**src/core/udma_pkg.sv**
```systemverilog
package udma_pkg;

  // Clock and data path
  localparam int CLK_PERIOD_NS = 4;
  localparam int WORD_W        = 16;
  localparam int MODE_W        = 3;
  localparam int NUM_MODES     = 5;
  localparam int CNT_W         = 6;
  localparam int SYNC_LAG      = 2;

  // Per-mode timing, modes 0 to 4, in ns
  localparam int CYC_NS [NUM_MODES] = '{112, 73, 54, 39, 25};
  localparam int RFS_NS [NUM_MODES] = '{75, 70, 60, 60, 60};
  // Strobe to ready limit exists for modes 0 to 2 only
  localparam int SR_MODES           = 3;
  localparam int SR_NS  [SR_MODES]  = '{50, 30, 20};

  // Mode independent timing, in ns
  localparam int SS_NS        = 50;
  localparam int PULLUP_NS    = 20;
  localparam int DATA_HOLD_NS = 6;

  // Flow control slack
  localparam int EXTRA_STROBES = 3;
  localparam int PIPE_STROBES  = 1;

  // Reset of pin synchronisers: ack_n and host ready_n idle high
  localparam logic [3:0] SYNC_RST = 4'h5;

  // Least time, rounded up, never below one cycle
  function automatic int min_cyc(input int ns);
    int c;
    c = (ns + CLK_PERIOD_NS - 1) / CLK_PERIOD_NS;
    return (c < 1) ? 1 : c;
  endfunction

  // Longest time, rounded down, never below one cycle
  function automatic int max_cyc(input int ns);
    int c;
    c = ns / CLK_PERIOD_NS;
    return (c < 1) ? 1 : c;
  endfunction

  // Modes above 4 behave as mode 4
  function automatic int mode_idx(input logic [MODE_W-1:0] m);
    return (int'(m) < NUM_MODES) ? int'(m) : NUM_MODES - 1;
  endfunction

  function automatic logic [CNT_W-1:0] cyc_cnt(input logic [MODE_W-1:0] m);
    return CNT_W'(min_cyc(CYC_NS[mode_idx(m)]));
  endfunction

  function automatic logic [CNT_W-1:0] rfs_cnt(input logic [MODE_W-1:0] m);
    return CNT_W'(max_cyc(RFS_NS[mode_idx(m)]));
  endfunction

  localparam int SS_CYC      = min_cyc(SS_NS);
  localparam int PULLUP_CYC  = max_cyc(PULLUP_NS);
  localparam int HOLD_CYC    = min_cyc(DATA_HOLD_NS);
  localparam int SR_FAST_CYC = max_cyc(SR_NS[SR_MODES-1]);

  typedef enum logic [2:0] {
    S_IDLE, S_REQ, S_RD_HOLD, S_RD_SETUP, S_WR, S_TERM_WAIT, S_END, S_RELEASE
  } state_t;

endpackage

```
**src/core/stream_if.sv**
```systemverilog
`timescale 1ns/100ps
interface stream_if #(parameter int W = 16) ();
  logic         valid;
  logic         ready;
  logic [W-1:0] data;

  modport src (output valid, output data, input ready);
  modport snk (input valid, input data, output ready);
endinterface

```
**src/core/udma_burst_engine.sv**
```systemverilog
`timescale 1ns/100ps
// Operation
// - Late device ready still takes three strobes
// - Receiver drops ready soon after strobe edge
// - Sender stops strobing shortly after ready drops
// - Fifty ns from last strobe to termination
// - Drive strobe or ready only after acknowledge
// - Pull pin high briefly, then release
// - Each strobe edge carries one word
// - Receiver ready shows room; negation pauses
module udma_burst_engine
  import udma_pkg::*;
#(
  parameter int WR_DEPTH = 8,
  parameter int RD_DEPTH = 2
) (
  // Clock and reset
  input  wire logic              i_clk,
  input  wire logic              i_rst_n,
  // Burst control
  input  wire logic [MODE_W-1:0] i_mode,
  input  wire logic              i_start_read,
  input  wire logic              i_start_write,
  input  wire logic              i_dev_stop,
  output logic                   o_busy,
  // Read words toward the host
  input  wire logic              i_rd_valid,
  input  wire logic [WORD_W-1:0] i_rd_data,
  output logic                   o_rd_ready,
  // Write words from the host
  output logic                   o_wr_valid,
  output logic [WORD_W-1:0]      o_wr_data,
  input  wire logic              i_wr_ready,
  // Host pins
  output logic                   o_dma_request,
  input  wire logic              i_dma_acknowledge_n,
  input  wire logic              i_stop,
  input  wire logic              i_host_receive_ready_n,
  input  wire logic              i_host_data_strobe,
  output logic                   o_strobe_ready,
  output logic                   o_strobe_ready_oe,
  input  wire logic [WORD_W-1:0] i_dd,
  output logic [WORD_W-1:0]      o_dd,
  output logic                   o_dd_oe
);
  localparam int WLW         = $clog2(WR_DEPTH + 1);
  localparam int READY_LIMIT = WR_DEPTH - EXTRA_STROBES - PIPE_STROBES;
  localparam int SR_BOUND    = SR_FAST_CYC - SYNC_LAG;

  logic [3:0]        meta_r;
  logic [3:0]        sync_r;
  logic              strb_q_r;
  logic [WORD_W-1:0] dd_meta_r;
  logic [WORD_W-1:0] dd_sync_r;
  logic [WORD_W-1:0] dd_q_r;
  logic              ack_n_s;
  logic              ack;
  logic              stop_s;
  logic              host_rdy;
  logic              hedge;
  logic              host_term;
  logic              ready_ok;
  logic              rd_pop;
  logic              wr_push;
  logic [WLW-1:0]    wr_level;

  state_t            state_r, state_nxt;
  logic [CNT_W-1:0]  cnt_r, cnt_nxt;
  logic [CNT_W-1:0]  since_r, since_nxt;
  logic              moved_r, moved_nxt;
  logic              dir_rd_r, dir_rd_nxt;
  logic              pin_r, pin_nxt;
  logic              pin_oe_r, pin_oe_nxt;
  logic [WORD_W-1:0] dd_r, dd_nxt;
  logic              dd_oe_r, dd_oe_nxt;
  logic              dma_request_r, dma_request_nxt;

  stream_if #(.W(WORD_W)) rd_in ();
  stream_if #(.W(WORD_W)) rd_out ();
  stream_if #(.W(WORD_W)) wr_in ();
  stream_if #(.W(WORD_W)) wr_out ();

  // Two-entry buffer: a host pause backs up into the word source
  stream_fifo #(.DEPTH(RD_DEPTH), .W(WORD_W)) u_rd_buf (
    .i_clk   (i_clk),
    .i_rst_n (i_rst_n),
    .s_in    (rd_in),
    .s_out   (rd_out),
    .o_level ()
  );

  // Landing store sized to absorb the strobes after ready drops
  stream_fifo #(.DEPTH(WR_DEPTH), .W(WORD_W), .LW(WLW)) u_wr_buf (
    .i_clk   (i_clk),
    .i_rst_n (i_rst_n),
    .s_in    (wr_in),
    .s_out   (wr_out),
    .o_level (wr_level)
  );

  // User side of the buffers
  assign rd_in.valid  = i_rd_valid;
  assign rd_in.data   = i_rd_data;
  assign o_rd_ready   = rd_in.ready;
  assign rd_out.ready = rd_pop;
  assign wr_in.valid  = wr_push;
  assign wr_in.data   = dd_q_r;
  assign o_wr_valid   = wr_out.valid;
  assign o_wr_data    = wr_out.data;
  assign wr_out.ready = i_wr_ready;

  // Pin synchronisers; data rides one stage behind so it predates the edge
  always_ff @(posedge i_clk or negedge i_rst_n) begin
    if (!i_rst_n) begin
      meta_r    <= SYNC_RST;
      sync_r    <= SYNC_RST;
      strb_q_r  <= 1'b0;
      dd_meta_r <= '0;
      dd_sync_r <= '0;
      dd_q_r    <= '0;
    end else begin
      meta_r    <= {i_host_data_strobe, i_host_receive_ready_n, i_stop, i_dma_acknowledge_n};
      sync_r    <= meta_r;
      strb_q_r  <= sync_r[3];
      dd_meta_r <= i_dd;
      dd_sync_r <= dd_meta_r;
      dd_q_r    <= dd_sync_r;
    end
  end

  // Decoded link conditions; room test uses the edge so the sequencer has no comb loop
  assign ack_n_s   = sync_r[0];
  assign ack       = !ack_n_s;
  assign stop_s    = sync_r[1];
  assign host_rdy  = !sync_r[2];
  assign hedge     = sync_r[3] ^ strb_q_r;
  assign host_term = stop_s && moved_r;
  assign ready_ok  = (int'(wr_level) + int'(hedge)) < READY_LIMIT;

  // Burst sequencing
  always_comb begin
    state_nxt  = state_r;
    cnt_nxt    = cnt_r;
    since_nxt  = (since_r == '1) ? since_r : since_r + 1'b1;
    moved_nxt  = moved_r;
    dir_rd_nxt = dir_rd_r;
    pin_nxt    = pin_r;
    pin_oe_nxt = pin_oe_r;
    dd_nxt     = dd_r;
    dd_oe_nxt  = dd_oe_r;
    dma_request_nxt  = dma_request_r;
    rd_pop     = 1'b0;
    wr_push    = 1'b0;
    case (state_r)
      S_IDLE: begin
        moved_nxt = 1'b0;
        if (i_start_read || i_start_write) begin
          dir_rd_nxt = i_start_read;
          dma_request_nxt  = 1'b1;
          state_nxt  = S_REQ;
        end
      end
      S_REQ: begin
        if (ack) begin
          pin_oe_nxt = 1'b1;
          pin_nxt    = 1'b1;
          cnt_nxt    = '0;
          dd_oe_nxt  = dir_rd_r;
          state_nxt  = dir_rd_r ? S_RD_HOLD : S_WR;
        end
      end
      S_RD_HOLD: begin
        if (host_term) begin
          dma_request_nxt = 1'b0;
          state_nxt = S_END;
        end else if (cnt_r != '0) begin
          cnt_nxt = cnt_r - 1'b1;
        end else if (i_dev_stop) begin
          state_nxt = S_TERM_WAIT;
        end else if (rd_out.valid) begin
          rd_pop    = 1'b1;
          dd_nxt    = rd_out.data;
          cnt_nxt   = cyc_cnt(i_mode);
          state_nxt = S_RD_SETUP;
        end
      end
      S_RD_SETUP: begin
        // The word popped in hold is dropped if the host ends the burst here
        if (host_term) begin
          dma_request_nxt = 1'b0;
          state_nxt = S_END;
        end else if (cnt_r != '0) begin
          cnt_nxt = cnt_r - 1'b1;
        end else if (host_rdy && !stop_s) begin
          pin_nxt   = !pin_r;
          moved_nxt = 1'b1;
          since_nxt = '0;
          cnt_nxt   = CNT_W'(HOLD_CYC);
          state_nxt = S_RD_HOLD;
        end
      end
      S_WR: begin
        pin_nxt = !ready_ok;
        if (hedge) begin
          wr_push   = 1'b1;
          moved_nxt = 1'b1;
          since_nxt = '0;
        end
        if (host_term) begin
          dma_request_nxt = 1'b0;
          state_nxt = S_END;
        end else if (i_dev_stop) begin
          pin_nxt   = 1'b1;
          state_nxt = S_TERM_WAIT;
        end
      end
      S_TERM_WAIT: begin
        if (!dir_rd_r) begin
          pin_nxt = 1'b1;
          if (hedge) begin
            wr_push   = 1'b1;
            since_nxt = '0;
          end
        end
        if (host_term) begin
          dma_request_nxt = 1'b0;
          state_nxt = S_END;
        end else if (!(hedge && !dir_rd_r) && since_r >= SS_CYC) begin
          dma_request_nxt = 1'b0;
          state_nxt = S_END;
        end
      end
      S_END: begin
        dma_request_nxt = 1'b0;
        if (!dir_rd_r && hedge) begin
          wr_push = 1'b1;
        end
      end
      S_RELEASE: begin
        pin_oe_nxt = 1'b0;
        state_nxt  = S_IDLE;
      end
      default: begin
        state_nxt = S_IDLE;
      end
    endcase
    // Acknowledge gone: drive the pin high for one cycle, then let go
    if (pin_oe_r && !ack && state_r != S_RELEASE) begin
      dma_request_nxt = 1'b0;
      pin_nxt   = 1'b1;
      dd_oe_nxt = 1'b0;
      state_nxt = S_RELEASE;
    end
  end

  // Sequencer registers
  always_ff @(posedge i_clk or negedge i_rst_n) begin
    if (!i_rst_n) begin
      state_r  <= S_IDLE;
      cnt_r    <= '0;
      since_r  <= '1;
      moved_r  <= 1'b0;
      dir_rd_r <= 1'b0;
      pin_r    <= 1'b1;
      pin_oe_r <= 1'b0;
      dd_r     <= '0;
      dd_oe_r  <= 1'b0;
      dma_request_r  <= 1'b0;
    end else begin
      state_r  <= state_nxt;
      cnt_r    <= cnt_nxt;
      since_r  <= since_nxt;
      moved_r  <= moved_nxt;
      dir_rd_r <= dir_rd_nxt;
      pin_r    <= pin_nxt;
      pin_oe_r <= pin_oe_nxt;
      dd_r     <= dd_nxt;
      dd_oe_r  <= dd_oe_nxt;
      dma_request_r  <= dma_request_nxt;
    end
  end

  // Pin and status outputs
  assign o_dma_request     = dma_request_r;
  assign o_strobe_ready    = pin_r;
  assign o_strobe_ready_oe = pin_oe_r;
  assign o_dd              = dd_r;
  assign o_dd_oe           = dd_oe_r;
  assign o_busy            = (state_r != S_IDLE);

  // Checking helpers: raw pause length and raw release overlap
  logic [CNT_W-1:0] host_off_r;
  logic [CNT_W-1:0] rel_r;
  always_ff @(posedge i_clk or negedge i_rst_n) begin
    if (!i_rst_n) begin
      host_off_r <= '0;
      rel_r      <= '0;
    end else begin
      host_off_r <= !i_host_receive_ready_n ? '0 :
                    (host_off_r == '1) ? host_off_r : host_off_r + 1'b1;
      rel_r      <= !(pin_oe_r && i_dma_acknowledge_n) ? '0 :
                    (rel_r == '1) ? rel_r : rel_r + 1'b1;
    end
  end
endmodule

```
**src/core/stream_fifo.sv**
```systemverilog
`timescale 1ns/100ps
module stream_fifo #(
  parameter int DEPTH = 2,
  parameter int W     = 16,
  parameter int LW    = $clog2(DEPTH + 1)
) (
  // Clock and reset
  input  wire logic     i_clk,
  input  wire logic     i_rst_n,
  // Fill and drain sides
  stream_if.snk         s_in,
  stream_if.src         s_out,
  // Occupancy
  output logic [LW-1:0] o_level
);
  localparam int            PW   = (DEPTH > 1) ? $clog2(DEPTH) : 1;
  localparam logic [LW-1:0] FULL = LW'(DEPTH);
  localparam logic [PW-1:0] LAST = PW'(DEPTH - 1);

  logic [W-1:0]  mem_r   [DEPTH];
  logic [W-1:0]  mem_nxt [DEPTH];
  logic [PW-1:0] wr_r;
  logic [PW-1:0] wr_nxt;
  logic [PW-1:0] rd_r;
  logic [PW-1:0] rd_nxt;
  logic [LW-1:0] cnt_r;
  logic [LW-1:0] cnt_nxt;
  logic          push;
  logic          pop;

  // Flags straight from occupancy, so full and empty never lie
  assign s_in.ready  = (cnt_r != FULL);
  assign s_out.valid = (cnt_r != '0);
  assign s_out.data  = mem_r[rd_r];
  assign o_level     = cnt_r;
  assign push        = s_in.valid && s_in.ready;
  assign pop         = s_out.valid && s_out.ready;

  // Pointer and storage update
  always_comb begin
    mem_nxt = mem_r;
    wr_nxt  = wr_r;
    rd_nxt  = rd_r;
    if (push) begin
      mem_nxt[wr_r] = s_in.data;
      wr_nxt        = (wr_r == LAST) ? '0 : wr_r + 1'b1;
    end
    if (pop) begin
      rd_nxt = (rd_r == LAST) ? '0 : rd_r + 1'b1;
    end
    cnt_nxt = cnt_r + LW'(push) - LW'(pop);
  end

  // State registers
  always_ff @(posedge i_clk or negedge i_rst_n) begin
    if (!i_rst_n) begin
      for (int i = 0; i < DEPTH; i++) begin
        mem_r[i] <= '0;
      end
      wr_r  <= '0;
      rd_r  <= '0;
      cnt_r <= '0;
    end else begin
      mem_r <= mem_nxt;
      wr_r  <= wr_nxt;
      rd_r  <= rd_nxt;
      cnt_r <= cnt_nxt;
    end
  end

endmodule

```
**config.mk**
```make
export PLATFORM = sky130hd
export DESIGN_NAME = udma_burst_engine
export DESIGN_NICKNAME = d
export VERILOG_FILES = /design/src/core/udma_pkg.sv /design/src/core/stream_if.sv /design/src/core/udma_burst_engine.sv /design/src/core/stream_fifo.sv
export SDC_FILE = /design/constraint.sdc
export NUM_CORES = 1
export LEC_CHECK = 0
export BUFFER_PORTS_ARGS = -buffer_cell sky130_fd_sc_hd__buf_2
export CAP_MARGIN = 20
export CORE_MARGIN = 1.5
export CORE_UTILIZATION = 47
export DETAILED_ROUTE_END_ITERATION = 12
export PLACE_DENSITY = 0.64
export SKIP_CTS_REPAIR_TIMING = 1
export SLEW_MARGIN = 30
export SYNTH_ARGS = -nofsm -noshare
export SYNTH_HDL_FRONTEND = slang
export SYNTH_SLANG_ARGS = --single-unit
```
**constraint.sdc**
```tcl
create_clock -name i_clk -period 2.4 [get_ports i_clk]
set_input_delay 0.24 -clock i_clk [delete_from_list [all_inputs] [get_ports i_clk]]
set_output_delay 0.24 -clock i_clk [all_outputs]
set_load 0.05 [all_outputs]
```
==> summary.txt <==
Outcome
  – Status: completed

CTS
  – CTS tree: yes
  – Clk slew on worst S/H paths: 0.06 ns
  – Clk Latency, worst-skew pair: 0.53 ns
  – H-tree levels: 1
  – Clock Sinks: 268
  – Clock Path Buffers: 3
  – CTS Root Cell: clkbuf_16
  – Total CTS buffers: 28

Layout
  – Cell area after layout: 0.0142 mm²
  – Final core area utilization: 58.7%
  – Multi-input gate area: 0.00461 mm²
  – Antenna diode count: 0
  – Layout Area Growth over Synthesis: 23.1%
  – Fin nets: 1023
  – Number of fill cells in the layout: 1969
  – Register area: 0.00672 mm²
  – Share of layout cells above drive strength 1: 42.2%

Floorplanning
  – Die width: 160 µm
  – Starting Density: 47.7%
  – Num ports: 85
  – Die area: 0.0255 mm²
  – Core box area: 0.0242 mm²
  – Std-Cell Rows: 57
  – Die Height: 160 µm

Route
  – Wire per inst: 17.4 µm
  – DR pass1 iterations: 4
  – Post-Route WL: 22700 µm
  – Detail Route Antenna Nets: 0
  – DRC: 0
  – Iter 0 DRT Violations: 258
  – DR vias: 6880
  – Vias per inst: 5.28

Critical path
  – CP top delay family: multiplexers
  – CP arrival: 2.15 ns
  – Buf/Inv on CP: 3
  – Worst setup SP type: flop
  – Worst path cell trace: buf_6, clkbuf_16, mux4_2, mux2_4, buf_8
  – Crit-path slowest cell: mux4_2
  – CP Max Fanout: 7
  – Worst EP required: 2.16 ns
  – Crit. End Element: output pin
  – Worst path max stage delay: 0.52 ns
  – Kind of critical path: flop to output pin

Synth
  – Mapped Area: 0.0116 mm²
  – Netlist cell types: 67
  – Post-synthesis cell count: 795
  – Yosys reg bits: 268
  – Most used DFF post-synth: dfrtp_1
  – Ys async rst share: 100%
  – Synthesized Nets: 862
  – Synthesized area per cell: 14.5 µm²
  – Number of synthesized flops with an enable pin: 0
  – Post-synthesis sequential area ratio: 58.2%
  – Yosys Warn Count: 0

Pwr
  – Flop pwr share: 35.9%
  – Sw Share: 35.1%
  – Internal: 13.0 mW
  – Sw power: 7.03 mW
  – Max IR drop VDD: 0.950 mV
  – Comb pwr share: 42.6%
  – Clock share of power: 21.5%
  – Leakage: 6.53 nW
  – Power Dens Cells: 1410 mW/mm²

Global routing
  – Initial antenna violation count: 0
  – First-pass GRT wire length: 37100 µm
  – Total grt overflow: 0
  – Pin count of the biggest net entering global routing: 79
  – Number of global-route vias before repair: 7063
  – Total GRT Usage: 17.9%

STA
  – Final Hold Fails: 0
  – Part of the cycle the worst path needs: 99.8%
  – RSZ-0062 raised after global routing: yes
  – Clk_skew: 0.0140 ns
  – Fmax: 0.418 GHz
  – Tmin final: 2.39 ns
  – Worst-Margin Slew: 0.611 ns
  – Max-slew violation count: 0
  – Fin Hold WS: 0.0234 ns
  – Setup-failing EPs final: 0
  – Slew HR: 59.3%

Place
  – Placed Area: 0.0126 mm²
  – GP Congestion: 0.839
  – Post-detail-place hpwl: 13800 µm
  – Number of port buffers: 84

Run
  – Max cap viols: 0

Hold path
  – Min-delay worst type: input port to flop
## state kept, by name (all words and copies together), names as in the netlist, 4 cells and up
signal,count
sync_r,4
dd_meta_r,16
u_rd_buf.mem_r,32
cnt_r,6
u_wr_buf.o_level,4
meta_r,4
since_r,6
dd_q_r,16
dd_sync_r,16
u_wr_buf.mem_r,128
o_dd,16
## layout make-up
type / count / area share [%]
inverters: 25 / 0.660
repair buffers: 168 / 10.3
clock inverters: 17 / 1.20
multi-input cells: 465 / 32.4
well taps: 324 / 2.85
clock buffers: 35 / 5.33
flip-flops and latches: 268 / 47.3
## stage by stage
stage	instances	setup TNS, ns	worst slack, ns	power, mW
CTS	1252	-1.27	-0.112	19.2
global placement	1200	0	0.127	14.6
detailed placement	1200	0	0.0565	14.8
global route	1302	-0.714	-0.0671	21.2
floorplan	795	0	0.0105	12.9
finish	1302	0	0.00507	20.0
## path summary, 6_finish.rpt
kind / from / endpoint / slack (ns) / depth (start not counted)
max: u_wr_buf.rd_r[0]$_DFFE_PN0P_ / o_wr_data[5] / 0.005 / 5
min: i_rd_valid / u_rd_buf.wr_r$_DFFE_PN0P_ / 0.02 / 3
max reg2reg: cnt_r[0]$_DFFE_PN0P_ / state_r[0]$_DFFE_PN0P_ / 0.13 / 8
min reg2reg: dd_sync_r[2]$_DFF_PN0_ / dd_q_r[2]$_DFF_PN0_ / 0.34 / 0
max in group asynchronous: i_rst_n / meta_r[2]$_DFF_PN1_ / 1.32 / 3
min in group asynchronous: i_rst_n / u_wr_buf.mem_r[116]$_DFFE_PN0P_ / 0.28 / 2
## synthesized netlist by cell type, types with 4 or more instances
master	instances	area (µm²)
mux2_4	10	150
clkbuf_1	21	78.8
inv_1	24	90.1
xnor2_1	7	61.3
buf_2	4	20.0
ha_1	20	250
nand2b_1	5	31.3
buf_4	7	52.6
o2bb2ai_1	4	35.0
dfstp_2	11	289
nand3_1	14	70.1
mux2_1	6	67.6
a21oi_1	15	75.1
a31oi_1	6	37.5
nor3_1	9	45.0
mux2i_1	16	160
nand2_1	45	169
mux2_2	164	1850
mux4_2	32	721
dfrtp_1	257	6430
o21ai_0	30	150
nor2_1	16	60.1
## logic make-up (layout without fill, tap and decap cells)
kind of cell | count (synthesis) | in the layout | synth area share [%]
flops | 268 | 268 | 58.2
mux | 228 | 228 | 25.5
simple gates | 119 | 119 | 5.68
compound gates | 86 | 86 | 4.93
buf+inv | 62 | 245 | 2.49
fa+ha+maj | 22 | 22 | 2.44
xor+xnor | 10 | 10 | 0.823
## worst min-delay path, delay by kind of cell
family | cells | cell delay, ns
xor gates and xnor gates | 1 | 0.07
and+or+nand+nor | 1 | 0.10
buffers and inverters | 1 | 0.10
## routing by layer
metal	wire length (µm)	GRT usage, %	up-vias
met5	0	0	-
met4	562	5.52	0
met3	851	3.45	38
met2	10900	29.0	127
met1	10500	24.7	3505
li1	-	-	3210
## power groups by stage
stage	clock network, mW	logic (mW)	registers, mW
2_1_floorplan	0	5.59	7.32
3_3_place_gp	0	7.45	7.19
3_5_place_dp	0	7.56	7.23
4_1_cts	4.45	7.59	7.17
5_1_grt	4.63	9.16	7.40
6_report	4.31	8.51	7.18
## cell usage in the layout (no fill, tap or decap), types with 12 or more instances in the layout
| cell | Yosys | layout |
|---|---|---|
| mux2i_1 | 16 | 16 |
| mux2_2 | 164 | 149 |
| dlygate4sd3_1 | 0 | 38 |
| mux2_4 | 10 | 25 |
| dfrtp_1 | 257 | 256 |
| o21ai_0 | 30 | 30 |
| buf_2 | 4 | 67 |
| inv_1 | 24 | 24 |
| buf_4 | 7 | 31 |
| clkbuf_16 | 0 | 32 |
| nand3_1 | 14 | 14 |
| nor2_1 | 16 | 16 |
| ha_1 | 20 | 20 |
| buf_6 | 1 | 12 |
| mux4_2 | 32 | 32 |
| nand2_1 | 45 | 44 |
| a21oi_1 | 15 | 14 |
Power figures use the tool's default switching activity.
